<file path="config.mk">
export PLATFORM = sky130hd
export DESIGN_NAME = move_branch_exec
export DESIGN_NICKNAME = d
export VERILOG_FILES = /design/src/include/exec_pkg.sv /design/src/rtl/move_branch_exec.sv
export SDC_FILE = /design/constraint.sdc
export NUM_CORES = 1
export LEC_CHECK = 0
export BUFFER_PORTS_ARGS = -buffer_cell sky130_fd_sc_hd__buf_2
export CAP_MARGIN = 20
export CORE_MARGIN = 3
export CORE_UTILIZATION = 63
export DETAILED_ROUTE_END_ITERATION = 7
export HOLD_SLACK_MARGIN = 0.15
export PLACE_DENSITY = 0.8
export REMOVE_ABC_BUFFERS = 1
export SLEW_MARGIN = 0
export SYNTH_ARGS = -nofsm -noshare
export SYNTH_HDL_FRONTEND = slang
export SYNTH_SLANG_ARGS = --single-unit
</file>
<file path="constraint.sdc">
create_clock -name mclk_in -period 6.1 [get_ports mclk_in]
set_clock_uncertainty 0.05 [all_clocks]
set_input_delay 1.525 -clock mclk_in [delete_from_list [all_inputs] [get_ports mclk_in]]
set_output_delay 1.525 -clock mclk_in [all_outputs]
set_load 0.05 [all_outputs]
</file>
<file path="src/include/exec_pkg.sv">
// constants for the move, branch and call execution group
package exec_pkg;
	localparam int PC_W       = 10;
	localparam int DATA_W     = 8;
	localparam int FILE_AW    = 6;
	localparam int SFR_AW     = 4;
	localparam int OP_W       = 3;
	localparam int STACK_AW   = 3;

	// opcode select codes
	localparam logic [OP_W-1:0] OP_NOP         = 3'h0;
	localparam logic [OP_W-1:0] OP_SPECIAL_WR  = 3'h1;
	localparam logic [OP_W-1:0] OP_CALL        = 3'h2;
	localparam logic [OP_W-1:0] OP_JUMP        = 3'h3;
	localparam logic [OP_W-1:0] OP_LOAD_IMM    = 3'h4;
	localparam logic [OP_W-1:0] OP_ACC_STORE   = 3'h5;
	localparam logic [OP_W-1:0] OP_REG_MOVE    = 3'h6;

	// cycle counts per instruction
	localparam int CYC_SHORT  = 1;
	localparam int CYC_BRANCH = 2;

	// destination select of the register move
	localparam logic DEST_ACC  = 1'b0;
	localparam logic DEST_FILE = 1'b1;

	// reset values
	localparam logic [PC_W-1:0]     PC_RST   = 10'h000;
	localparam logic [DATA_W-1:0]   ACC_RST  = 8'h00;
	localparam logic [STACK_AW-1:0] SP_RST   = 3'h0;
	localparam logic                ZERO_RST = 1'b0;

	typedef enum logic [1:0] {
		ST_EXEC  = 2'b01,
		ST_FLUSH = 2'b10
	} exec_state_t;
endpackage

</file>
<file path="src/rtl/move_branch_exec.sv">
// execution unit for special write, call, jump, immediate load and moves
//
// Function
// RULE_01: special_page_write copies the accumulator into secondary-page register 0..15 in one cycle, flags untouched.
// RULE_02: subroutine_call pushes the current program counter plus one on the stack top and bumps the stack pointer.
// RULE_03: subroutine_call then loads its 10-bit target into program counter bits 9..0, taking two cycles.
// RULE_04: unconditional_jump loads its 10-bit target into the program counter in two cycles, stack and flags untouched.
// RULE_05: load_immediate puts its 8-bit operand in the accumulator in one cycle, flags untouched.
// RULE_06: accumulator_store copies the accumulator to data-file register 0..63 in one cycle, accumulator kept.
// RULE_07: register_move reads register 0..63 and writes it to the accumulator (select 0) or back (select 1) in one cycle.
// RULE_08: register_move sets the zero flag when the moved value is zero and clears it otherwise.
// RULE_09: call and jump discard the already fetched next instruction and spend their second cycle as a no-operation.
`timescale 1ns/10ps
module move_branch_exec #(
	parameter int STACK_AW = exec_pkg::STACK_AW
) (
	input  wire logic                         mclk_in,       // core clock, 100 MHz
	input  wire logic                         rst_in,        // synchronous reset, high
	input  wire logic                         instr_valid_in, // fetched instruction present
	input  wire logic [exec_pkg::OP_W-1:0]    opcode_in,     // decoded operation select
	input  wire logic [exec_pkg::PC_W-1:0]    operand_in,    // immediate, address or target
	input  wire logic                         dest_sel_in,   // register move destination
	input  wire logic [exec_pkg::FILE_AW-1:0] peek_addr_in,  // data-file observe address
	output logic      [exec_pkg::DATA_W-1:0]  acc_out,       // accumulator
	output logic                              zero_out,      // zero flag
	output logic      [exec_pkg::PC_W-1:0]    pc_out,        // program counter
	output logic      [STACK_AW-1:0]          stack_ptr_out, // stack level
	output logic      [exec_pkg::PC_W-1:0]    stack_top_out, // last pushed address
	output logic                              flush_out,     // discard cycle in progress
	output logic                              sfr_wr_out,    // special register write pulse
	output logic      [exec_pkg::SFR_AW-1:0]  sfr_addr_out,  // special register index
	output logic      [exec_pkg::DATA_W-1:0]  sfr_data_out,  // special register data
	output logic      [exec_pkg::DATA_W-1:0]  peek_data_out  // data-file observe value
);
	localparam int DEPTH = 1 << STACK_AW;

	exec_pkg::exec_state_t state_reg, state_next;
	logic [exec_pkg::DATA_W-1:0] acc_reg, acc_next;
	logic                        zero_reg, zero_next;
	logic [exec_pkg::PC_W-1:0]   pc_reg, pc_next;
	logic [STACK_AW-1:0]         sp_reg, sp_next;
	logic                        push;
	logic                        file_we;
	logic [exec_pkg::DATA_W-1:0] file_wdata;
	logic                        sfr_wr_next;
	logic [exec_pkg::DATA_W-1:0] data_file [0:63];
	logic [exec_pkg::PC_W-1:0]   stack_mem [0:DEPTH-1];
	logic [exec_pkg::DATA_W-1:0] file_rd;
	logic                        take;
	logic [exec_pkg::PC_W-1:0]   pc_inc;
	logic [STACK_AW-1:0]         sp_after;
	logic [exec_pkg::PC_W-1:0]   stack_top_reg, stack_top_next;
	logic                        flush_reg, flush_next;

	// one adder serves both the sequential step and the return address
	function automatic logic [exec_pkg::PC_W-1:0] next_pc(input logic [exec_pkg::PC_W-1:0] pc);
		next_pc = pc + 10'h001;
	endfunction

	assign take      = instr_valid_in && (state_reg == exec_pkg::ST_EXEC);
	assign file_rd   = data_file[operand_in[exec_pkg::FILE_AW-1:0]];
	assign pc_inc    = next_pc(pc_reg);

	// next-state decode for all execution state
	always_comb begin
		state_next  = exec_pkg::ST_EXEC;
		acc_next    = acc_reg;
		zero_next   = zero_reg;
		pc_next     = pc_reg;
		sp_next     = sp_reg;
		push        = 1'b0;
		file_we     = 1'b0;
		file_wdata  = acc_reg;
		sfr_wr_next = 1'b0;
		case (state_reg)
			exec_pkg::ST_EXEC: begin
				if (take) begin
					pc_next = pc_inc;
					case (opcode_in)
						exec_pkg::OP_SPECIAL_WR: begin
							sfr_wr_next = 1'b1; // [RULE_01]
						end
						exec_pkg::OP_CALL: begin
							push       = 1'b1; // [RULE_02]
							sp_next    = sp_reg + STACK_AW'(1); // [RULE_02]
							pc_next    = operand_in; // [RULE_03]
							state_next = exec_pkg::ST_FLUSH; // [RULE_09]
						end
						exec_pkg::OP_JUMP: begin
							pc_next    = operand_in; // [RULE_04]
							state_next = exec_pkg::ST_FLUSH; // [RULE_09]
						end
						exec_pkg::OP_LOAD_IMM: begin
							acc_next = operand_in[exec_pkg::DATA_W-1:0]; // [RULE_05]
						end
						exec_pkg::OP_ACC_STORE: begin
							file_we = 1'b1; // [RULE_06]
						end
						exec_pkg::OP_REG_MOVE: begin
							zero_next = (file_rd == 8'h00); // [RULE_08]
							if (dest_sel_in == exec_pkg::DEST_FILE) begin
								file_we    = 1'b1; // [RULE_07]
								file_wdata = file_rd;
							end else begin
								acc_next = file_rd; // [RULE_07]
							end
						end
						default: begin
							pc_next = pc_inc;
						end
					endcase
				end
			end
			// fetched word is dropped, nothing executes this cycle
			exec_pkg::ST_FLUSH: begin
				state_next = exec_pkg::ST_EXEC; // [RULE_09]
			end
			default: begin
				state_next = exec_pkg::ST_EXEC;
			end
		endcase
		// top copy kept in a flop so the port has no memory read path
		sp_after       = rst_in ? STACK_AW'(exec_pkg::SP_RST) : sp_next;
		stack_top_next = (push && !rst_in) ? pc_inc : stack_mem[sp_after - STACK_AW'(1)];
		flush_next     = !rst_in && (state_next == exec_pkg::ST_FLUSH);
	end

	// control state registers
	always_ff @(posedge mclk_in) begin
		if (rst_in) begin
			state_reg <= exec_pkg::ST_EXEC;
			acc_reg   <= exec_pkg::ACC_RST;
			zero_reg  <= exec_pkg::ZERO_RST;
			pc_reg    <= exec_pkg::PC_RST;
			sp_reg    <= exec_pkg::SP_RST;
		end else begin
			state_reg <= state_next;
			acc_reg   <= acc_next;
			zero_reg  <= zero_next;
			pc_reg    <= pc_next;
			sp_reg    <= sp_next;
		end
	end

	// storage arrays; no reset, contents are undefined until written
	always_ff @(posedge mclk_in) begin
		if (!rst_in && file_we) begin
			data_file[operand_in[exec_pkg::FILE_AW-1:0]] <= file_wdata; // [RULE_06]
		end
		if (!rst_in && push) begin
			stack_mem[sp_reg] <= pc_inc; // [RULE_02]
		end
	end

	// output copies of the stack top and the discard flag
	always_ff @(posedge mclk_in) begin
		stack_top_reg <= stack_top_next; // [RULE_02]
		flush_reg     <= flush_next; // [RULE_09]
	end

	// registered side outputs; the special register page lives outside
	always_ff @(posedge mclk_in) begin
		if (rst_in) begin
			sfr_wr_out    <= 1'b0;
			sfr_addr_out  <= 4'h0;
			sfr_data_out  <= 8'h00;
			peek_data_out <= 8'h00;
		end else begin
			sfr_wr_out    <= sfr_wr_next; // [RULE_01]
			sfr_addr_out  <= operand_in[exec_pkg::SFR_AW-1:0];
			sfr_data_out  <= acc_reg;
			peek_data_out <= data_file[peek_addr_in];
		end
	end

	// state outputs mirror registers directly
	assign acc_out       = acc_reg;
	assign zero_out      = zero_reg;
	assign pc_out        = pc_reg;
	assign stack_ptr_out = sp_reg;
	assign stack_top_out = stack_top_reg;
	assign flush_out     = flush_reg;

	// checks on what the block drives, one or more per rule

	a_special_wr_copy: assert property (@(posedge mclk_in) disable iff (rst_in) // [RULE_01]
		take && opcode_in == exec_pkg::OP_SPECIAL_WR |=> sfr_wr_out
		&& sfr_data_out == $past(acc_reg) && sfr_addr_out == $past(operand_in[3:0])
		&& zero_reg == $past(zero_reg) && !flush_out)
		else $error("special write did not copy accumulator");
	a_call_push_ret: assert property (@(posedge mclk_in) disable iff (rst_in) // [RULE_02]
		take && opcode_in == exec_pkg::OP_CALL |=> stack_top_reg == $past(pc_reg) + 10'h001
		&& sp_reg == $past(sp_reg) + 3'h1)
		else $error("call pushed wrong return address");
	a_call_target_load: assert property (@(posedge mclk_in) disable iff (rst_in) // [RULE_03]
		take && opcode_in == exec_pkg::OP_CALL |=> pc_reg == $past(operand_in) ##1 !flush_out)
		else $error("call target not loaded in two cycles");
	a_jump_target_load: assert property (@(posedge mclk_in) disable iff (rst_in) // [RULE_04]
		take && opcode_in == exec_pkg::OP_JUMP |=> pc_reg == $past(operand_in)
		&& $stable(sp_reg) && $stable(zero_reg))
		else $error("jump target wrong or stack touched");
	a_load_imm_acc: assert property (@(posedge mclk_in) disable iff (rst_in) // [RULE_05]
		take && opcode_in == exec_pkg::OP_LOAD_IMM |=> acc_reg == $past(operand_in[7:0])
		&& $stable(zero_reg) && pc_reg == $past(pc_reg) + 10'h001)
		else $error("immediate load wrong");
	a_acc_store_file: assert property (@(posedge mclk_in) disable iff (rst_in) // [RULE_06]
		take && opcode_in == exec_pkg::OP_ACC_STORE |=> $stable(acc_reg)
		&& data_file[$past(operand_in[5:0])] == acc_reg)
		else $error("accumulator store wrong");
	a_move_dest_sel: assert property (@(posedge mclk_in) disable iff (rst_in) // [RULE_07]
		take && opcode_in == exec_pkg::OP_REG_MOVE && dest_sel_in == exec_pkg::DEST_ACC
		|=> acc_reg == $past(file_rd))
		else $error("register move to accumulator wrong");
	a_move_file_back: assert property (@(posedge mclk_in) disable iff (rst_in) // [RULE_07]
		take && opcode_in == exec_pkg::OP_REG_MOVE && dest_sel_in == exec_pkg::DEST_FILE
		|=> data_file[$past(operand_in[5:0])] == $past(file_rd) && $stable(acc_reg))
		else $error("register move back to file wrong");
	a_move_zero_flag: assert property (@(posedge mclk_in) disable iff (rst_in) // [RULE_08]
		take && opcode_in == exec_pkg::OP_REG_MOVE |=> zero_reg == ($past(file_rd) == 8'h00))
		else $error("register move zero flag wrong");
	a_branch_flush_nop: assert property (@(posedge mclk_in) disable iff (rst_in) // [RULE_09]
		flush_out |=> !flush_out && $stable(acc_reg) && $stable(sp_reg) && $stable(pc_reg)
		&& $stable(zero_reg) && !sfr_wr_out)
		else $error("discard cycle changed state");
endmodule

</file>
==> metrics.md <==
| Metric | Value |
|---|---|
| Pre-antenna DRT Iters | `6` |
| Static Leak | `10.8 nW` |
| Cell mode on critical path | `buf_4` |
| NumNets Final | `approximately 1800` |
| Synth Cell Area | `29100 µm²` |
| Least-Margin Pin Slew | `1.13 ns` |
| Area growth syn-to-layout | `11.7%` |
| GRT Total Usage | `around 37%` |
| DR vias | `18500` |
| Yosys warning total | `0` |
| Die Ht | `221 µm` |
| Fmax | `210 MHz` |
| Largest net degree at the start of global routing | `65` |
| Cts bufs inserted | `61` |
| Dominant synthesized flop cell | `edfxtp_1` |
| CP max stage cell | `nor2b_1` |
| Sum Neg Setup Slack | `0 ns` |
| VDD IR max | `0.292 mV` |
| Starting Density | `64.0%` |
| Status | `complete, no violations` |
| Post-Syn Instances | `1661` |
| Fraction of layout cells with a size suffix above 1 | `30.6%` |
| CTS sink cnt | `641` |
| Period Utilization, post-route | `78.1%` |
| Post-Layout Cell Count | `2401` |
| ANT cells | `0` |
| CP endpoint kind | `flop` |
| Gr ovfl total | `0` |
| Crit Path Class | `input port to flop` |
| Detail Route Antenna Nets | `0` |
| Final HPWL DP | `about 58000 µm` |
| Pwr Density | `293 nW/µm²` |
| Worst path arrival time | `5.04 ns` |
| Gpl congestion | `~1.1` |
| Total setup buffers inserted after CTS | `0` |
| Netlist cell types | `64` |
| CTS tree | `built` |
| CP cell instances | `buf_4 -> buf_4 -> nor2b_1 -> a32oi_1 -> o211ai_1 -> a22oi_1 -> nand4_1 -> mux2_2 -> buf_4` |
| Boundary pin count | `77` |
| Flop and latch count out of synthesis | `641` |
| Final hold vios | `0` |
| RSZ-0062 raised after global routing | `false` |
| Commonest non-fill, non-tap cell in the layout | `edfxtp_1` |
| CTS Buffer Depth | `3` |
| Vias per cell | `7.69` |
| Drt wl/cell | `37.2 µm` |
| Most frequent cells in the layout | `edfxtp_1, mux4_2, nor2_1` |
| Max-cap violations | `0` |
| Mapped Avg Cell Area | `between 15 and 20 µm²` |
| Min Tclk post-route | `4.77 ns` |
| PortBufs | `76` |
| Number of global-route vias before repair | `18100` |
| Crit Path Max Fanout | `64` |
| DRC | `0` |
| Slew Limit Fails | `0` |
| Clk slew on worst S/H paths | `0.06 ns` |
| Max reg flops | `512` |
| Worst-Skew Late Latency | `0.65 ns` |
| CTS Root Buffer Type | `clkbuf_16` |
| First-pass GRT wire length | `129000 µm` |
| Async set-or-reset flop fraction in the synthesized netlist | `0%` |
| Initial antenna violation count | `1` |
| Iteration-0 DRC Markers | `3319` |
| Post-CTS Hold Buffers | `0` |
| Crit path required time | `~6.4 ns` |
| Die width | `around 220 µm` |
| Worst hold path type | `flop to flop` |
| H-tree depth | `2` |
| PostCTS Resize Cnt | `0` |
| # setup viols final | `0` |
| Slowest Stage Delay on Critical Path | `roughly 0.89 ns` |
| Max_slew headroom | `24.4%` |
| Total wire length | `89300 µm` |
| Placed Instances | `between 2000 and 2500` |
| Core Rows | `78` |
| Core area | `~45000 µm²` |
| Register area share after synthesis | `between 60 and 70%` |
| Die area | `48800 µm²` |
| Number of synthesized flops with an enable pin | `~600` |
| Startpoint Class | `input port` |
==> synthesized netlist by cell type (4+ instances only) <==
cell,n,area share (%)
edfxtp_1,592,61
a21oi_1,48,0.82
mux4_2,245,19
or3_1,6,0.13
a31oi_1,5,0.11
nand2_1,49,0.63
and3b_1,8,0.24
nor2_1,124,1.6
nand3_1,23,0.40
nand3b_1,18,0.46
a22o_1,13,0.39
nor3_1,7,0.12
and3_1,8,0.17
or3b_2,6,0.18
inv_1,8,0.10
buf_2,45,0.77
a221oi_1,54,1.6
o22ai_1,15,0.32
nor2b_1,25,0.54
clkbuf_1,60,0.77
nand2b_1,6,0.13
o221ai_1,4,0.12
buf_6,4,0.15
buf_4,10,0.26
o21ai_0,25,0.43
mux2i_1,45,1.5
buf_1,12,0.15
o211ai_1,5,0.13
a211o_1,5,0.15
xor2_1,8,0.24
nor3b_1,4,0.10
mux2_2,34,1.3
dfxtp_1,49,3.4
nand4_1,8,0.17
a22oi_1,31,0.80
==> kinds of logic after synthesis <==
family          share of synthesized area [%]
buf+inv                                  2.23
flops                                    64.4
xor+xnor                                0.331
fa+ha+maj                               0.129
compound gates                           5.80
simple gates                             5.29
mux                                      21.8
==> layer usage <==
| metal | GRT usage, % | part of all wire (%) |
|---|---|---|
| met2 | 54.2 | 45 |
| met5 | 0 | 0.015 |
| met3 | 10.3 | 15 |
| met1 | 51.6 | 34 |
| met4 | 17.6 | 6.0 |
==> through the flow <==
stage | hold WS (ns) | worst slack, ns | utilization, % | total power [W] | area [µm²]
2_1_floorplan | 0.503 | 0.408 | - | 0.00530 | 28500
3_3_place_gp | 0.415 | 0.847 | 66.8 | 0.00564 | 30400
3_5_place_dp | 0.434 | 0.894 | 66.8 | 0.00565 | 30400
4_1_cts | 0.455 | 1.53 | 71.4 | 0.00952 | 32500
5_1_grt | 0.489 | 1.36 | 71.6 | 0.00973 | 32500
6_report | 0.465 | 1.33 | 71.6 | 0.00953 | 32500
==> path summary, 6_finish.rpt <==
kind                 startpoint          endpoint  slack, ns  depth (start not counted)
setup / recovery  operand_in[1]  data_file[16][6]       1.33                          9
hold / removal        pc_out[9]         pc_out[9]       0.46                          2
setup reg to reg   state_reg[0]  data_file[59][0]       2.44                          7
hold reg to reg       pc_out[9]         pc_out[9]       0.46                          2
==> report_power, final <==
part	switching, W	internal [W]	total, W
Sequential	0.0000143	0.00480	0.00482
Combinational	0.000502	0.000275	0.000778
Clock	0.00167	0.00227	0.00394
Total	0.00218	0.00735	0.00953
==> worst max-delay path, delay by kind of cell <==
family	cells	cell delay (ns)
AO/OA/AOI/OAI	3	0.83
buffers and inverters	3	1.15
multiplexers	1	0.22
AND/OR/NAND/NOR	2	1.17
==> final cells by class <==
cell class                 count  area [µm²]
inverter                       9        33.8
timing repair buffer         156        1130
tap                          600         751
fill                        2753       12900
clock inverter                41         465
multi-input combinational    880        9790
clock buffer                  74        1620
sequential                   641       18800
No activity file was read; power rests on OpenSTA's default activity.
